==> src/design/stl_pkg.sv <==
// Constants, types and register map of the servo travel limit supervisor
package stl_pkg;

  localparam int unsigned DATA_W = 16;
  localparam int unsigned ADDR_W = 8;
  localparam int unsigned VEL_W = 24;
  localparam int unsigned POS_W = 32;
  localparam int unsigned TORQUE_W = 10;
  localparam int unsigned IRQ_W = 4;
  localparam int unsigned DIGIT_W = 4;

  // Register offsets
  localparam logic [ADDR_W-1:0] ADDR_BASIC = 8'h00;
  localparam logic [ADDR_W-1:0] ADDR_STOP = 8'h01;
  localparam logic [ADDR_W-1:0] ADDR_FWD_SEL = 8'h02;
  localparam logic [ADDR_W-1:0] ADDR_REV_SEL = 8'h03;
  localparam logic [ADDR_W-1:0] ADDR_ESTOP_TRQ = 8'h04;
  localparam logic [ADDR_W-1:0] ADDR_SOFT_SW = 8'h05;
  localparam logic [ADDR_W-1:0] ADDR_CMD = 8'h06;
  localparam logic [ADDR_W-1:0] ADDR_STATUS = 8'h07;
  localparam logic [ADDR_W-1:0] ADDR_IRQ_STAT = 8'h08;
  localparam logic [ADDR_W-1:0] ADDR_IRQ_MASK = 8'h09;

  // Digit positions inside the setting words
  localparam int unsigned DIR_LSB = 0;
  localparam int unsigned SVOFF_STOP_LSB = 0;
  localparam int unsigned OT_STOP_LSB = 4;
  localparam int unsigned FWD_SEL_LSB = 12;
  localparam int unsigned REV_SEL_LSB = 0;
  localparam int unsigned SOFT_SW_LSB = 0;

  // Digit values
  localparam logic [DIGIT_W-1:0] DIR_REVERSE = 4'h1;
  localparam logic [DIGIT_W-1:0] SVOFF_DB_HOLD = 4'h0;
  localparam logic [DIGIT_W-1:0] SVOFF_DB_COAST = 4'h1;
  localparam logic [DIGIT_W-1:0] SVOFF_COAST = 4'h2;
  localparam logic [DIGIT_W-1:0] OT_AS_SVOFF = 4'h0;
  localparam logic [DIGIT_W-1:0] OT_DECEL_ZCLAMP = 4'h1;
  localparam logic [DIGIT_W-1:0] OT_DECEL_COAST = 4'h2;
  localparam logic [DIGIT_W-1:0] FWD_SEL_USE = 4'h1;
  localparam logic [DIGIT_W-1:0] REV_SEL_USE = 4'h2;
  localparam logic [DIGIT_W-1:0] SEL_IGNORE = 4'h8;
  localparam logic [DIGIT_W-1:0] SOFT_BOTH_ON = 4'h0;
  localparam logic [DIGIT_W-1:0] SOFT_FWD_OFF = 4'h1;
  localparam logic [DIGIT_W-1:0] SOFT_REV_OFF = 4'h2;
  localparam logic [DIGIT_W-1:0] SOFT_BOTH_OFF = 4'h3;

  localparam logic [TORQUE_W-1:0] TORQUE_MAX = 10'h320;
  localparam logic [DATA_W-1:0] TORQUE_MAX_W = 16'h0320;

  // Command and status bits
  localparam int unsigned CMD_ON_BIT = 0;
  localparam int unsigned CMD_OFF_BIT = 1;
  localparam int unsigned ST_SERVO_BIT = 0;
  localparam int unsigned ST_FWD_OK_BIT = 1;
  localparam int unsigned ST_REV_OK_BIT = 2;
  localparam int unsigned ST_ARMED_BIT = 3;
  localparam int unsigned ST_STOP_LSB = 4;
  localparam int unsigned IRQ_FWD_OT = 0;
  localparam int unsigned IRQ_REV_OT = 1;
  localparam int unsigned IRQ_SOFT = 2;
  localparam int unsigned IRQ_SVOFF = 3;

  typedef enum logic [2:0] {
    STOP_NONE = 3'h0,
    STOP_DB_HOLD = 3'h1,
    STOP_DB_COAST = 3'h2,
    STOP_COAST = 3'h3,
    STOP_DECEL_ZCLAMP = 3'h4,
    STOP_DECEL_COAST = 3'h5
  } stl_stop_e;

  typedef enum logic [0:0] {
    SERVO_DISABLE_CMD = 1'h0,
    SV_ON = 1'h1
  } stl_servo_e;

  typedef struct packed {
    logic [DIGIT_W-1:0] dir;
    logic [DIGIT_W-1:0] svoff_stop;
    logic [DIGIT_W-1:0] ot_stop;
    logic [DIGIT_W-1:0] fwd_sel;
    logic [DIGIT_W-1:0] rev_sel;
    logic [DIGIT_W-1:0] soft_sw;
    logic [TORQUE_W-1:0] torque;
  } stl_cfg_s;

  localparam stl_cfg_s CFG_RESET = '{dir: 4'h0, svoff_stop: SVOFF_DB_HOLD,
    ot_stop: OT_AS_SVOFF, fwd_sel: FWD_SEL_USE, rev_sel: REV_SEL_USE,
    soft_sw: SOFT_BOTH_OFF, torque: TORQUE_MAX};

  typedef struct packed {
    stl_cfg_s cfg;
    stl_servo_e servo;
    logic soft_armed;
    logic fwd_ok;
    logic rev_ok;
    logic soft_hit;
    logic [IRQ_W-1:0] irq;
    logic [IRQ_W-1:0] mask;
    logic irq_out;
    stl_stop_e stop;
    logic signed [VEL_W-1:0] vel;
    logic [DATA_W-1:0] rdata;
  } stl_state_s;

endpackage

==> src/design/stl_supervisor.sv <==
// Travel limit and stop-mode supervisor of the servo drive
//
// Summary of operation
// - Direction digit 1 makes clockwise forward
// - Reverse mode negates shaft motion sign only
// - Forward limit high blocks forward motion only
// - Reverse limit high blocks reverse motion only
// - Forward select 1 honours input, 8 ignores
// - Reverse select 2 honours input, 8 ignores
// - Overtravel stop digit picks stop style
// - Emergency torque 0..800 percent, immediate
// - Off command, alarm or power loss disable
// - Servo-off digit picks brake or coast
// - Soft limit overrun stops like overtravel
// - Soft limits armed after homing or a set with valid reference
// - Soft switch digit selects active limits
//
// Added by the designer: the address map and the address-and-strobe port.
`timescale 1ns/1ps
module stl_supervisor
  import stl_pkg::*;
(
  // Clock and reset
  input wire logic i_clk,
  input wire logic i_reset,
  // Register port
  input wire logic [ADDR_W-1:0] i_addr,
  input wire logic [DATA_W-1:0] i_wdata,
  input wire logic i_wr,
  input wire logic i_rd,
  output logic [DATA_W-1:0] o_rdata,
  // Limit switch pins and power monitor
  input wire logic i_forward_travel_limit_in,
  input wire logic i_reverse_travel_limit_in,
  input wire logic i_power_loss,
  // Motion controller
  input wire logic i_servo_alarm,
  input wire logic i_homing_done,
  input wire logic i_pos_set,
  input wire logic i_reference_valid_flag,
  input wire logic signed [VEL_W-1:0] i_ref_vel,
  input wire logic signed [POS_W-1:0] i_position,
  input wire logic signed [POS_W-1:0] i_fwd_soft_limit,
  input wire logic signed [POS_W-1:0] i_rev_soft_limit,
  // Drive actions
  output logic o_servo_on,
  output stl_stop_e o_stop_mode,
  output logic signed [VEL_W-1:0] o_motor_vel,
  output logic [TORQUE_W-1:0] o_torque_limit_pct,
  output logic o_fwd_allowed,
  output logic o_rev_allowed,
  output logic o_irq
);

  stl_state_s q;
  stl_state_s d;
  logic [2:0] pins;

  stl_sync #(
    .W(3)
  ) u_sync (
    .i_clk(i_clk),
    .i_reset(i_reset),
    .i_async({i_power_loss, i_reverse_travel_limit_in,
              i_forward_travel_limit_in}),
    .o_sync(pins)
  );

  function automatic logic [DIGIT_W-1:0] get_digit(
    input logic [DATA_W-1:0] w,
    input int unsigned lsb
  );
    get_digit = w[lsb +: DIGIT_W];
  endfunction

  function automatic stl_stop_e svoff_map(input logic [DIGIT_W-1:0] dg);
    unique case (dg)
      SVOFF_DB_COAST: svoff_map = STOP_DB_COAST;
      SVOFF_COAST: svoff_map = STOP_COAST;
      default: svoff_map = STOP_DB_HOLD;
    endcase
  endfunction

  always_comb
  begin
    logic fwd_pin;
    logic rev_pin;
    logic pwr_lost;
    logic vel_fwd;
    logic vel_rev;
    logic soft_fwd_en;
    logic soft_rev_en;
    logic soft_fwd_hit;
    logic soft_rev_hit;
    logic hw_ot;
    logic soft_ot;
    logic on_cmd;
    logic off_cmd;
    logic [IRQ_W-1:0] ev;
    fwd_pin = pins[0];
    rev_pin = pins[1];
    pwr_lost = pins[2];
    vel_fwd = 1'b0;
    vel_rev = 1'b0;
    soft_fwd_en = 1'b0;
    soft_rev_en = 1'b0;
    soft_fwd_hit = 1'b0;
    soft_rev_hit = 1'b0;
    hw_ot = 1'b0;
    soft_ot = 1'b0;
    on_cmd = 1'b0;
    off_cmd = 1'b0;
    ev = '0;
    d = q;
    vel_fwd = i_ref_vel > 0;
    vel_rev = i_ref_vel < 0;
    // A high pin means open switch, which prohibits that direction
    d.fwd_ok = !(fwd_pin && q.cfg.fwd_sel != SEL_IGNORE);
    d.rev_ok = !(rev_pin && q.cfg.rev_sel != SEL_IGNORE);
    soft_fwd_en = q.soft_armed && (q.cfg.soft_sw == SOFT_BOTH_ON ||
      q.cfg.soft_sw == SOFT_REV_OFF);
    soft_rev_en = q.soft_armed && (q.cfg.soft_sw == SOFT_BOTH_ON ||
      q.cfg.soft_sw == SOFT_FWD_OFF);
    soft_fwd_hit = soft_fwd_en && (i_position > i_fwd_soft_limit);
    soft_rev_hit = soft_rev_en && (i_position < i_rev_soft_limit);
    // Motion away from a limit stays allowed so the axis can back out
    hw_ot = (!d.fwd_ok && vel_fwd) || (!d.rev_ok && vel_rev);
    soft_ot = (soft_fwd_hit && vel_fwd) || (soft_rev_hit && vel_rev);
    d.soft_hit = soft_fwd_hit || soft_rev_hit;
    on_cmd = i_wr && i_addr == ADDR_CMD && i_wdata[CMD_ON_BIT];
    off_cmd = i_wr && i_addr == ADDR_CMD && i_wdata[CMD_OFF_BIT];
    // Turning off beats turning on in the same cycle
    unique case (q.servo)
      SV_ON:
        if (off_cmd || i_servo_alarm || pwr_lost)
          d.servo = SERVO_DISABLE_CMD;
      SERVO_DISABLE_CMD:
        if (on_cmd && !off_cmd && !i_servo_alarm && !pwr_lost)
          d.servo = SV_ON;
    endcase
    unique case (q.servo)
      SERVO_DISABLE_CMD:
        d.stop = svoff_map(q.cfg.svoff_stop);
      SV_ON:
        if (hw_ot || soft_ot)
        begin
          unique case (q.cfg.ot_stop)
            OT_DECEL_ZCLAMP: d.stop = STOP_DECEL_ZCLAMP;
            OT_DECEL_COAST: d.stop = STOP_DECEL_COAST;
            default: d.stop = svoff_map(q.cfg.svoff_stop);
          endcase
        end
        else
          d.stop = STOP_NONE;
    endcase
    if (d.stop != STOP_NONE)
      d.vel = '0;
    else if (q.cfg.dir == DIR_REVERSE)
      d.vel = -i_ref_vel;
    else
      d.vel = i_ref_vel;
    // Position set without a valid reference drops the arming
    if (i_homing_done || (i_pos_set && i_reference_valid_flag))
      d.soft_armed = 1'b1;
    else if (i_pos_set)
      d.soft_armed = 1'b0;
    if (i_wr)
    begin
      unique case (i_addr)
        ADDR_BASIC: d.cfg.dir = get_digit(i_wdata, DIR_LSB);
        ADDR_STOP:
        begin
          d.cfg.svoff_stop = get_digit(i_wdata, SVOFF_STOP_LSB);
          d.cfg.ot_stop = get_digit(i_wdata, OT_STOP_LSB);
        end
        ADDR_FWD_SEL: d.cfg.fwd_sel = get_digit(i_wdata, FWD_SEL_LSB);
        ADDR_REV_SEL: d.cfg.rev_sel = get_digit(i_wdata, REV_SEL_LSB);
        // Values above full scale saturate rather than wrap
        ADDR_ESTOP_TRQ: d.cfg.torque = (i_wdata > TORQUE_MAX_W) ?
          TORQUE_MAX : i_wdata[TORQUE_W-1:0];
        ADDR_SOFT_SW: d.cfg.soft_sw = get_digit(i_wdata, SOFT_SW_LSB);
        ADDR_IRQ_MASK: d.mask = i_wdata[IRQ_W-1:0];
        default: ;
      endcase
    end
    ev[IRQ_FWD_OT] = q.fwd_ok && !d.fwd_ok;
    ev[IRQ_REV_OT] = q.rev_ok && !d.rev_ok;
    ev[IRQ_SOFT] = !q.soft_hit && d.soft_hit;
    ev[IRQ_SVOFF] = q.servo == SV_ON && d.servo == SERVO_DISABLE_CMD;
    // Read clears, but a new event in the same cycle survives
    if (i_rd && i_addr == ADDR_IRQ_STAT)
      d.irq = ev;
    else
      d.irq = q.irq | ev;
    d.irq_out = |(d.irq & d.mask);
    d.rdata = '0;
    if (i_rd)
    begin
      unique case (i_addr)
        ADDR_BASIC: d.rdata[DIR_LSB +: DIGIT_W] = q.cfg.dir;
        ADDR_STOP:
        begin
          d.rdata[SVOFF_STOP_LSB +: DIGIT_W] = q.cfg.svoff_stop;
          d.rdata[OT_STOP_LSB +: DIGIT_W] = q.cfg.ot_stop;
        end
        ADDR_FWD_SEL: d.rdata[FWD_SEL_LSB +: DIGIT_W] = q.cfg.fwd_sel;
        ADDR_REV_SEL: d.rdata[REV_SEL_LSB +: DIGIT_W] = q.cfg.rev_sel;
        ADDR_ESTOP_TRQ: d.rdata[TORQUE_W-1:0] = q.cfg.torque;
        ADDR_SOFT_SW: d.rdata[SOFT_SW_LSB +: DIGIT_W] = q.cfg.soft_sw;
        ADDR_STATUS:
        begin
          d.rdata[ST_SERVO_BIT] = q.servo == SV_ON;
          d.rdata[ST_FWD_OK_BIT] = q.fwd_ok;
          d.rdata[ST_REV_OK_BIT] = q.rev_ok;
          d.rdata[ST_ARMED_BIT] = q.soft_armed;
          d.rdata[ST_STOP_LSB +: 3] = q.stop;
        end
        ADDR_IRQ_STAT: d.rdata[IRQ_W-1:0] = q.irq;
        ADDR_IRQ_MASK: d.rdata[IRQ_W-1:0] = q.mask;
        default: ;
      endcase
    end
  end

  always_ff @(posedge i_clk)
  begin
    if (i_reset)
    begin
      q <= '0;
      q.cfg <= CFG_RESET;
      q.servo <= SERVO_DISABLE_CMD;
      q.fwd_ok <= 1'b1;
      q.rev_ok <= 1'b1;
      q.stop <= STOP_DB_HOLD;
    end
    else
      q <= d;
  end

  assign o_rdata = q.rdata;
  assign o_servo_on = q.servo;
  assign o_stop_mode = q.stop;
  assign o_motor_vel = q.vel;
  assign o_torque_limit_pct = q.cfg.torque;
  assign o_fwd_allowed = q.fwd_ok;
  assign o_rev_allowed = q.rev_ok;
  assign o_irq = q.irq_out;
endmodule // stl_supervisor

==> src/design/stl_sync.sv <==
// Two-stage synchroniser for asynchronous level inputs
`timescale 1ns/1ps
module stl_sync #(
  parameter int unsigned W = 1
) (
  // Clock and reset
  input wire logic i_clk,
  input wire logic i_reset,
  // Levels
  input wire logic [W-1:0] i_async,
  output logic [W-1:0] o_sync
);

  typedef struct packed {
    logic [W-1:0] s1;
    logic [W-1:0] s2;
  } stl_sync_s;

  stl_sync_s q;
  stl_sync_s d;

  // First stage feeds only the second stage
  always_comb
  begin
    d.s1 = i_async;
    d.s2 = q.s1;
  end

  always_ff @(posedge i_clk)
  begin
    if (i_reset)
      q <= '0;
    else
      q <= d;
  end

  assign o_sync = q.s2;

endmodule // stl_sync

==> config.mk <==
export PLATFORM = sky130hd
export DESIGN_NAME = stl_supervisor
export DESIGN_NICKNAME = d
export VERILOG_FILES = /design/src/design/stl_pkg.sv /design/src/design/stl_supervisor.sv /design/src/design/stl_sync.sv
export SDC_FILE = /design/constraint.sdc
export NUM_CORES = 1
export LEC_CHECK = 0
export ABC_AREA = 1
export BUFFER_PORTS_ARGS = -buffer_cell sky130_fd_sc_hd__buf_2
export CORE_ASPECT_RATIO = 0.75
export CORE_UTILIZATION = 35
export DETAILED_ROUTE_END_ITERATION = 8
export PLACE_DENSITY = 0.56
export SLEW_MARGIN = 5
export SYNTH_ARGS = -nofsm -noshare
export SYNTH_HDL_FRONTEND = slang
export SYNTH_SLANG_ARGS = --single-unit
==> constraint.sdc <==
create_clock -name i_clk -period 1.8 [get_ports i_clk]
set_input_delay 0 -clock i_clk [delete_from_list [all_inputs] [get_ports i_clk]]
set_output_delay 0 -clock i_clk [all_outputs]
set_load 0.05 [all_outputs]
==> results.txt, run 1 <==
- Dividing total power by cell area gives a power density of 610 nW/um2.
- Number of global-route vias before repair: 5,785
- Cells taking the most area after synthesis: sky130_fd_sc_hd__dfxtp_1, sky130_fd_sc_hd__ha_1, sky130_fd_sc_hd__inv_1
- The first global-routing pass estimated 28,100 um of wire.
* Core Util, Final: 0.478
- Clock period minus worst slack: 1.70 ns
- Static Leakage: 4.25 nW
- Netlist area before placement: 6230 um2
* Post-layout net count: 1,326
* Commonest cells after routing, fill and taps aside: sky130_fd_sc_hd__buf_2, sky130_fd_sc_hd__inv_1, sky130_fd_sc_hd__nand2_1
- In the finished design, the share of the clock period the worst path needs comes to 0.943.
* Sequential power share: 0.425
- Number of flip-flops and latches in the synthesized netlist: 95
- Clock tree synthesis inserted a total of 9 buffers.
* Sw Share: 0.248
- Placed cell areas: 7330 um2
- Entering global routing, the biggest net connects 25 pins.
- Internal power: 3.75 mW
* Area Growth Syn to Fin: 31.4%
- Largest fanout on the critical path: 8
* Total power of the final layout: 4.99 mW
- Critical path type: in -> reg
- DR vias: 6,079
* Max VDD drop: 0.409 mV
- Critical path arrival: 1.97 ns
- Placer congestion estimate: 0.864
* Class of the most critical hold timing path: in -> reg
- Status: finished, final reports clean
- The floorplan step defined a core boundary enclosing 17,100 um2.
- During placement, the flow inserted port buffers numbering 209.
- The share of total power dissipated in combinational logic is 0.168.
- Final-report hold violation count: 0
* Final ANT Viol Nets: 0
- Max Cap Violations: 0
- The initial utilization of the core area, before any placement, comes to 0.363.
- Aggregate negative setup slack: 0 ns
- The synthesized design contains 0 enable-type register cells.
- The longest clock path from root to sink contains 2 buffers.
- Number of instances in the synthesized netlist: 890
* Worst slack after detailed placement: -0.115 ns
* Clock latency reported for the late side of the worst-skew pair: 0.34 ns
- Clk root buf: sky130_fd_sc_hd__clkbuf_16
* Design Area, Final: 8180 um2
- Most used flip-flop cell after synthesis: sky130_fd_sc_hd__dfxtp_1
- Setup violations remaining at the end of the flow were counted as 0.
- Via-per-instance ratio: 4.51
- TritonCTS clock tree: done
- GRT Residual Overflow: 0
- Across the routed clock network, the largest skew measured is 0.00834 ns.
- DP HPWL: 14,000 um
* Area leader, netlist: sky130_fd_sc_hd__dfxtp_1
- Portion of the post-synthesis area used by sequential elements: 0.305
* Initial DRC Count: 332
- After clock tree synthesis, the clock-pin slew on the worst setup and hold paths is 0.06 ns.
- Yosys warning total: 0
* Final-layout fill cell count: 1,801
- The die covers 18,300 um2.
* Async S/R FF share, synth: 0
- Of the total power, the clock network draws 0.407.
- For this run, design rule violations remaining after detail routing come to 0.
- Library cells used by synthesis: 41
- Total Wirelength: 17,600 um
- Critical Path Sink Type: register
* Maximum level of the CTS H-tree: 3
- Max-slew violation total from the final report: 0
* I/O pin count: 212
* Share of layout cells above drive strength 1: 0.254
- Wire per inst: 13.1 um
- The analysis attributes to net switching a power of 1.24 mW.
- The die is 118 um tall.
- The initial antenna violation count was 0.
- CP Launch Type: primary input
- Width of the die: 156 um
- Post-route setup slack: 0.102 ns
- The clock net in this run drives a total of 95 sinks.
* Highest clock rate: 0.589 GHz
- Commonest non-fill, non-tap cell in the layout: sky130_fd_sc_hd__buf_2
- The share of synthesized area in the top cell type comes to 0.305.
* Pre-Repair DR Iteration Count: 5
- Total routing usage reported by global routing: 0.193
* Required time of the critical path: 2.07 ns
- Standard-cell row count: 41
* N_diodes: 0
- Dividing the synthesized area by the synthesized cell count gives 7.00 um2.
-- timing repair --
| item | 4_1_cts | 5_1_grt |
|---|---|---|
| resized for setup | 0 | 36 |
| buffers inserted | 0 | 4 |
| setup endpoints to repair | 0 | 31 |
| hold endpoints to repair | 41 | 0 |
| hold buffers | 39 | 0 |
-- flip-flops by register name, summed over array words and instances, names as in the netlist, 3 cells and up --
| name | count |
|---|---|
| u_sync.o_sync | 3 |
| u_sync.d | 3 |
| o_stop_mode | 3 |
| o_rdata | 14 |
| q | 34 |
| o_motor_vel | 24 |
| o_torque_limit_pct | 10 |
-- layer usage --
metal / global-route usage / vias to the layer above / wire, um
met3: 0.0353 / 9 / 1080
met1: 0.288 / 2647 / 9340
met2: 0.292 / 199 / 7100
li1: - / 3224 / -
met4: 0.0282 / 0 / 99
met5: 0 / - / 0
-- power by group through the flow --
stage                     sequential, mW  clock [mW]  combinational [mW]
after global routing                2.12        2.16               0.960
after floorplan                     2.17           0               0.404
after CTS                           2.12        2.08               0.826
final                               2.12        2.03               0.837
after detailed placement            2.17           0               0.755
after global placement              2.17           0               0.751
-- synthesized netlist by cell type, drive strengths merged (2+ instances only) --
master    n
clkbuf    7
a221oi    5
nor2    124
nand3b    2
a211oi    7
nand2   149
nand4    12
o21ai    47
a22oi     3
o31ai     2
buf      58
inv     167
xor2     18
nor4      7
nor3     11
ha       64
a31oi     4
nand3    19
xnor2     4
o211ai    7
dfxtp    95
o21a      2
a21oi    63
a21o      2
a41oi     5
-- worst paths after layout --
path                                from                           to  slack [ns]  depth (start not counted)
hold / removal             i_ref_vel[19]   o_motor_vel[19]$_SDFF_PP0_        0.02                          3
setup reg to reg      q[77]$_SDFFE_PP0P_    o_motor_vel[5]$_SDFF_PP0_        0.24                         11
hold reg to reg   u_sync.d[0]$_SDFF_PP0_  u_sync.o_sync[0]$_SDFF_PP0_        0.40                          2
setup / recovery            i_ref_vel[4]   o_motor_vel[14]$_SDFF_PP0_        0.10                         15
-- through the flow --
stage	std cells	hold slack (ns)
floorplan	891	0.107
finish	1347	0.0229
global route	1347	0.0269
detailed placement	1297	0.206
global placement	1297	0.199
CTS	1351	0.000697
-- kinds of logic (layout without fill, tap and decap cells) --
family / count (synthesis) / in the layout / share of synthesized area
flops: 95 / 95 / 0.305
other cells: 1 / 2 / 0.000602
fa+ha+maj: 64 / 64 / 0.129
buf+inv: 233 / 453 / 0.176
xor+xnor: 22 / 22 / 0.0309
simple gates: 326 / 326 / 0.222
compound gates: 149 / 149 / 0.137
-- critical path: stages --
cell                            delay (ns)
sky130_fd_sc_hd__dlygate4sd3_1        0.58
sky130_fd_sc_hd__inv_2                0.10
sky130_fd_sc_hd__nand2_2              0.07
sky130_fd_sc_hd__nor3_2               0.16
sky130_fd_sc_hd__nand4_1              0.14
sky130_fd_sc_hd__nand2_1              0.12
sky130_fd_sc_hd__inv_1                0.06
sky130_fd_sc_hd__nand2_1              0.06
sky130_fd_sc_hd__nand2_1              0.04
sky130_fd_sc_hd__inv_1                0.04
sky130_fd_sc_hd__nand2_1              0.06
sky130_fd_sc_hd__clkinv_2             0.07
sky130_fd_sc_hd__nand4_4              0.15
sky130_fd_sc_hd__clkbuf_16            0.23
sky130_fd_sc_hd__nor2_1               0.09
-- layout make-up --
class | instances | area [um2] | area share
clock inverters | 3 | 67.6 | 0.00826
inverters | 168 | 632 | 0.0772
repair buffers | 270 | 1710 | 0.209
well taps | 236 | 295 | 0.0361
flip-flops and latches | 95 | 1900 | 0.232
multi-input cells | 563 | 3330 | 0.407
clock buffers | 12 | 246 | 0.0301
Power figures use the tool's default switching activity.
==> inputs of run 2 (changes only) <==
Clock period 1.8 ns to 2 ns, I/O delays scaled along.
==> run 2 against run 1 <==
Count of clock-buffer cells in the layout down 1; wire length up 2.1%; utilization decreased by 0.92 points; flip-flop and latch count is the same; cell count rose by 0.15%; worst hold slack worse by 0.0088 ns; setup slack improved by 0.049 ns; via count increased by 1.4%; clock skew rose by 0.0045 ns; critical path type unchanged; largest power group unchanged; non-clock buffer count down 3.
==> results.txt, run 2 (same netlist as run 1, synthesis figures left out) <==
- Status: finished, final reports clean (unchanged).
- The total instance count after detailed placement was 1,286 (was 1,297).
* GRT Residual Overflow: 0 (unchanged)
- The total number of H-tree levels is 3 (unchanged).
* Initial DRC Count: 338 (was 332)
- Wire per inst: 13.3 um (was 13.1 um)
- The flip-flop count of the largest register, all copies and words added came to 34 (unchanged).
- The number of buffers added by the clock tree synthesis step was 9 (unchanged).
- The width of the die is 156 um (unchanged).
* Sw Share: 0.268 (was 0.248)
* Critical Path Sink Type: register (unchanged)
- The buffer cell driving the clock tree root is sky130_fd_sc_hd__clkbuf_16 (unchanged).
- The area growth from synthesis to layout was 28.9% (was 31.4%).
- The category of the most critical setup path was in -> reg (unchanged).
- The count of final max-slew check failures was 0 (unchanged).
* Max Cap Violations: 0 (unchanged)
- Gate power share: 0.174 (was 0.168)
- The final-report setup violation count came to 0 (unchanged).
- The power share of the sequential group was 0.448 (was 0.425).
* Relative slew slack: 0.437
* # port buffers: 209 (unchanged)
- Clock period minus worst slack: 1.85 ns
- Total Wirelength: 18,000 um (was 17,600 um)
- Dividing the final minimum period by the clock period gives 0.925.
- The worst hold path stage count was 4 (was 3).
- The largest voltage drop on the vdd net was 0.338 mV (was 0.409 mV).
* Number of global-route vias before repair: 5,799 (was 5,785)
- Final-layout fill cell count: 1,820 (was 1,801)
* Via-per-instance ratio: 4.57 (was 4.51)
* Worst clock skew: 0.0128 ns (was 0.00834 ns)
- Placer congestion estimate: 0.866 (was 0.864)
- Area of the die: 18,300 um2 (unchanged)
* Clock latency reported for the late side of the worst-skew pair: 0.34 ns (about the same)
- The depth of the worst register-to-register path came to 11 (unchanged).
* Final-report hold violation count: 0 (unchanged)
- The top-level port count came to 212 (unchanged).
- Area of the core: 17,100 um2 (unchanged)
- Initial core utilization: 0.363 (unchanged)
- The number of nets in the final layout was 1,326 (unchanged).
- Initial antenna violation count: 1 (was 0)
- The register containing the most flip-flops in the final layout was q (unchanged).
- The maximum fanout along the worst path was 4 (was 8).
- Class of the most critical hold timing path: in -> reg (unchanged)
- The total number of placement rows was 41 (unchanged).
- CP cell instances: dlygate4sd3_1, buf_2, nor3_1, inv_1, nor2_1, inv_1, nor2_1, nand2_1, nor4_1, inv_1, o21ai_2, xor2_1, nor2_1 (was dlygate4sd3_1, inv_2, nand2_2, nor3_2, nand4_1, nand2_1, inv_1, nand2_1, nand2_1, inv_1, nand2_1, clkinv_2, nand4_4, clkbuf_16, nor2_1).
- The leakage dissipation came to 4.13 nW (was 4.25 nW).
- Highest clock rate: 0.541 GHz
- The startpoint kind of the worst setup timing path was a primary input (unchanged).
- DP HPWL: 14,000 um (about the same)
- The total number of clock tree sinks came to 95 (unchanged).
- The TritonCTS clock tree is done (unchanged).
- The count of unresolved DRC violations after routing is 0 (unchanged).
- Post-route setup slack: 0.151 ns (was 0.102 ns)
* Critical path arrival: 2.08 ns (was 1.97 ns)
- The clock transition at the registers of the reported paths came to 0.07 ns (was 0.06 ns).
- Commonest non-fill, non-tap cell in the layout: sky130_fd_sc_hd__buf_2 (unchanged)
- Required time of the critical path: 2.23 ns (was 2.07 ns)
- The total power density per cell area came to 531 nW/um2 (was 610 nW/um2).
* Slowest-stage cell, CP: sky130_fd_sc_hd__dlygate4sd3_1 (unchanged)
- DR vias: 6,167 (was 6,079)
- Buffer levels on the longest clock path: 2 (unchanged)
- Worst slack after detailed placement: -0.0627 ns (was -0.115 ns)
* Switching power summed over all nets: 1.14 mW (was 1.24 mW)
* Commonest cells after routing, fill and taps aside: sky130_fd_sc_hd__buf_2, sky130_fd_sc_hd__inv_1, sky130_fd_sc_hd__nand2_1 (unchanged)
* Worst Max-Slew Pin Slew: 0.843 ns
- Hold Worst Slack: 0.0141 ns (was 0.0229 ns)
* Final ANT Viol Nets: 0 (unchanged)
- The total power consumption of the routed design came to 4.26 mW (was 4.99 mW).
* Slowest stage delay, CP: 0.54 ns (was 0.58 ns)
- The footprint of the multi-input gates is 3330 um2 (about the same).
- Part of the power in the clock network: 0.378 (was 0.407)
- The first-pass GRT wire length is 28,300 um (was 28,100 um).
- Total routing usage reported by global routing: 0.193 (about the same)
- The pin count of the biggest net entering global routing is 25 (unchanged).
* Internal power: 3.12 mW (was 3.75 mW)
- Pre-Repair DR Iteration Count: 5 (unchanged)
* Die Y: 118 um (unchanged)
- Share of layout cells above drive strength 1: 0.240 (was 0.254)
* Final cell count without fillers: 1,349 (was 1,347)
- The sequential cell area is 1900 um2 (unchanged).
[run 2: changes by cell type in the layout (fill, tap and decap cells not counted), sizes merged, moves of 2 or more]
cell          delta
clkinv           +3
buf              -3
clkbuf           -3
nand4            +3
bufinv           -2
dlymetal6s4s     -7
dlygate4sd3      +9
[run 2: worst max-delay path: cells and delay by family]
kind	cells	cell delay, ns
compound gates	1	0.13
xor+xnor	1	0.16
buf+inv	5	0.97
simple gates	6	0.80
[run 2: layout make-up]
class / count / area share
diodes: 1 / 0.000312
clock buffers: 11 / 0.0302
flip-flops and latches: 95 / 0.237
repair buffers: 267 / 0.197
clock inverters: 5 / 0.00421
well taps: 236 / 0.0368
multi-input cells: 566 / 0.415
inverters: 168 / 0.0792
[run 2: worst paths after layout]
kind                                              from                     endpoint  slack, ns
worst max-delay path                      i_ref_vel[2]   o_motor_vel[22]$_SDFF_PP0_       0.15
worst max register to register      q[77]$_SDFFE_PP0P_    o_stop_mode[2]$_SDFF_PP0_       0.45
worst min register to register  u_sync.d[0]$_SDFF_PP0_  u_sync.o_sync[0]$_SDFF_PP0_       0.40
worst min-delay path                     i_ref_vel[21]   o_motor_vel[21]$_SDFF_PP0_       0.01
[run 2: layer usage]
layer  global-route usage  vias to the layer above  wire (um)
li1                     -                     3233          -
met1                0.291                     2715       9530
met2                0.287                      204       7170
met3               0.0324                       15       1120
met4               0.0380                        0        165
met5                    0                        -          0
[run 2: power by group through the flow]
stage / registers [mW] / logic, mW / clock network (mW)
after global placement: 1.95 / 0.664 / 0
after detailed placement: 1.95 / 0.665 / 0
after floorplan: 1.95 / 0.364 / 0
final: 1.91 / 0.739 / 1.61
after global routing: 1.91 / 0.851 / 1.72
after CTS: 1.91 / 0.731 / 1.65
[run 2: through the flow]
stage,util,setup TNS [ns],instance area [um2]
2_1_floorplan,-,0,6230
3_3_place_gp,0.422,0,7220
3_5_place_dp,0.422,-0.487,7220
4_1_cts,0.462,0,7910
5_1_grt,0.468,-0.0799,8030
6_report,0.468,0,8030
[run 2: repair_timing]
action,in CTS,in global routing
buffers inserted,0,2
resized for setup,0,15
endpoints found under the hold margin,43,0
hold buffers,41,0
endpoints found under the setup margin,0,24
==> inputs of run 3 (changes only) <==
Settings changed: CORE_UTILIZATION 35 to 51, PLACE_DENSITY 0.56 to 0.78.
==> run 3 against run 2 <==
Critical path type unchanged; clock power grew 5%; register-to-register slack barely moved; first-iteration DRC count increased by 26%; setup slack lost 0.062 ns; critical endpoint is now o_motor_vel[23]$_SDFF_PP0_; largest power group unchanged.
==> results.txt, run 3 (same netlist as run 1, synthesis figures left out) <==
* Area of combinational cells with multiple inputs: 3360 um2 (was 3330 um2)
* Core Util, Final: 0.676 (was 0.468)
* Clk root buf: sky130_fd_sc_hd__clkbuf_16 (unchanged)
* Via-per-instance ratio: 5.01 (was 4.57)
- I/O pin count: 212 (unchanged)
* Largest fanout on the critical path: 6 (was 4)
- The area growth from synthesis to layout is 27.4% (was 28.9%).
- The initial antenna violation count is 0 (was 1).
- The number of maximum-capacitance violations was 0 (unchanged).
- DR vias: 6,343 (was 6,167)
* Maximum number of pins on one net before global-route repair: 25 (unchanged)
- # port buffers: 209 (unchanged)
- The startpoint kind of the worst setup timing path is a primary input (unchanged).
- Area of the core: 11,700 um2 (was 17,100 um2)
- The hold path startpoint is i_ref_vel[21] (unchanged).
* Clock latency reported for the late side of the worst-skew pair: 0.34 ns (about the same)
* Max FFs per register: 34 (unchanged)
- The routed wire length per instance was 13.6 um (was 13.3 um).
* N_diodes: 0 (was 1)
- GRT Residual Overflow: 0 (unchanged)
- Area of the die: 12,700 um2 (was 18,300 um2)
- Worst Max-Slew Pin Slew: 0.818 ns (was 0.843 ns)
- Commonest non-fill, non-tap cell in the layout: sky130_fd_sc_hd__buf_2 (unchanged)
* Max VDD drop: 0.424 mV (was 0.338 mV)
- The worst hold path stage count came to 4 (unchanged).
* Die Y: 97.7 um (was 118 um)
- The highest metal layer with signal wires is met4 (unchanged).
* Aggregate negative setup slack: 0 ns (unchanged)
* Worst reg2reg endpoint: o_stop_mode[2]$_SDFF_PP0_ (unchanged)
* Required time of the critical path: 2.27 ns (was 2.23 ns)
* Final setup violation count: 0 (unchanged)
- The number of buffers added by the clock tree synthesis step is 9 (unchanged).
- The post-route fraction of the period consumed by the critical path was 0.956 (was 0.925).
- Slowest-stage cell, CP: sky130_fd_sc_hd__dlygate4sd3_1 (unchanged)
- The met3 wire length came to 1290 um (was 1120 um).
* Max-slew violation total from the final report: 0 (unchanged)
- The count of final hold-check violations is 0 (unchanged).
- Detailed-routed wire length on met2: 7870 um (was 7170 um)
- The worst relative slew slack came to 0.454 (was 0.437).
* Class of the most critical hold timing path: in -> reg (unchanged)
- Design Area, Final: 7930 um2 (was 8030 um2)
* Remaining routing DRC violations: 0 (unchanged)
* Buffer levels on the longest clock path: 2 (unchanged)
- Setup repair after global routing could not meet its margin everywhere.
- Static Leakage: 4.10 nW (was 4.13 nW)
* Most flop-heavy register: q (unchanged)
- Status: finished, final reports clean (unchanged)
* Hold Path End: o_motor_vel[21]$_SDFF_PP0_ (unchanged)
* Critical path arrival: 2.18 ns (was 2.08 ns)
- Total Wirelength: 17,200 um (was 18,000 um)
- By instance count, the cell type seen most on the critical path is sky130_fd_sc_hd__nand2_1.
- Placed cell areas: 7100 um2 (was 7220 um2)
- Worst clock skew: 0.00806 ns (was 0.0128 ns)
* Maximum level of the CTS H-tree: 3 (unchanged)
- Critical path type: in -> reg (unchanged)
- Buf+Inv Stages, Crit Path: 5 (unchanged)
- Pwr Density: 547 nW/um2 (was 531 nW/um2)
* Slowest stage delay, CP: 0.53 ns (was 0.54 ns)
* Highest clock rate: 0.523 GHz (was 0.541 GHz)
- The sequential cell area came to 1900 um2 (unchanged).
* Commonest cells after routing, fill and taps aside: sky130_fd_sc_hd__buf_2, sky130_fd_sc_hd__inv_1, sky130_fd_sc_hd__nand2_1 (unchanged)
* Number of global-route vias before repair: 6,063 (was 5,799)
- The family with the most delay on the worst path is simple AND/OR/NAND/NOR gates (was buffers and inverters).
- The TritonCTS clock tree is done (unchanged).
- The number of nets in the final layout came to 1,320 (was 1,326).
- Width of the die: 130 um (was 156 um)
- Launching point of the worst reg2reg path: q[69]$_SDFFE_PP0P_ (was q[77]$_SDFFE_PP0P_)
* Standard-cell row count: 34 (was 41)
* Final-layout fill cell count: 1,046 (was 1,820)
- The initial standard-cell utilization of the core was 0.530 (was 0.363).
* Clock sink total: 95 (unchanged)
- The ratio of cells with drive above 1 in the final layout came to 0.240 (about the same).
- The placed wire-length estimate after detailed placement came to 12,800 um (was 14,000 um).
- The number of DRC violations after detailed-routing iteration 0 was 426 (was 338).
- The final critical-path required period is 1.91 ns (was 1.85 ns).
- The first-pass GRT wire length is 27,200 um (was 28,300 um).
- The global-route usage over all layers is 0.269 (was 0.193).
- Wl on met1: 7730 um (was 9530 um)
- The number of routed nets with antenna violations was 0 (unchanged).
- The final weighted congestion in routability-driven placement was 0.955 (was 0.866).
* CP cell instances: dlygate4sd3_1, buf_2, nor2_1, nand2_1, nor4_2, nand4_1, nand2_1, inv_1, nand2_1, nand2_1, inv_1, nand2_2, clkinv_4, nand4_4, nor2_2 (was dlygate4sd3_1, buf_2, nor3_1, inv_1, nor2_1, inv_1, nor2_1, nand2_1, nor4_1, inv_1, o21ai_2, xor2_1, nor2_1)
- Pre-Repair DR Iteration Count: 5 (unchanged)
- Clock-pin slew on the worst setup and hold paths: 0.07 ns (about the same)
- The depth of the worst register-to-register path was 9 (was 11).
* Reg-to-reg slack, setup: 0.44 ns (was 0.45 ns)
- Critical Path Sink Type: register (unchanged)
-- run 3: cell types whose count changed in the layout (fill, tap and decap cells not counted), sizes merged --
| cell | change |
|---|---|
| clkinv | -2 |
| dlygate4sd3 | +1 |
| inv | +1 |
| bufinv | +1 |
| clkbuf | -1 |
| buf | -7 |
| diode | -1 |
-- run 3: worst register-to-register path, delay by kind of cell, from the launching register on --
family / cells / cell delay (ns)
and+or+nand+nor: 7 / 0.84
DFF: 1 / 0.33
buffers and inverters: 1 / 0.11
AOI/OAI and AO/OA: 1 / 0.23
-- run 3: power by group --
part | switching, mW | leakage, nW | internal (mW)
combinational | 0.402 | 3.20 | 0.339
clock | 0.723 | 0.135 | 0.965
sequential | 0.00621 | 0.767 | 1.90
-- run 3: repair_timing --
action,in CTS,in global routing
setup buffers,0,1
hold buffers,42,0
gates resized for setup,0,22
endpoints found under the hold margin,42,0
endpoints found under the setup margin,0,24
-- run 3: layer usage --
layer  GRT usage  vias to the layer above
met3      0.0589                       36
met2       0.450                      260
met4      0.0769                        0
met1       0.345                     2830
met5           0                        -
li1            -                     3217
-- run 3: how the worst max path moves through the flow --
stage,start,end,slack [ns],depth (start not counted)
after floorplan,i_rev_soft_limit[5],o_motor_vel[10]$_SDFF_PP0_,0.48,15
after global placement,i_position[5],o_motor_vel[16]$_SDFF_PP0_,0.08,13
after detailed placement,i_position[5],o_motor_vel[15]$_SDFF_PP0_,0.02,13
after CTS,i_ref_vel[16],o_motor_vel[23]$_SDFF_PP0_,0.07,15
after global routing,i_ref_vel[18],o_motor_vel[23]$_SDFF_PP0_,-0.12,15
final,i_ref_vel[18],o_motor_vel[23]$_SDFF_PP0_,0.09,15
-- run 3: layout make-up --
cell class | count | share of cell area
clock buffer | 10 | 0.0289
clock inverter | 5 | 0.00741
inverter | 168 | 0.0801
multi-input combinational | 566 | 0.423
sequential | 95 | 0.240
tap | 162 | 0.0255
timing repair buffer | 261 | 0.195
-- run 3: metrics by stage --
step                power [mW]  cells  hold slack (ns)  setup slack [ns]
floorplan                 2.32    891            0.107             0.477
global placement          2.59   1208            0.204            0.0753
detailed placement        2.61   1208            0.206            0.0203
CTS                       4.34   1265           0.0318            0.0746
global route              4.56   1267           0.0480            -0.121
finish                    4.34   1267           0.0352            0.0887
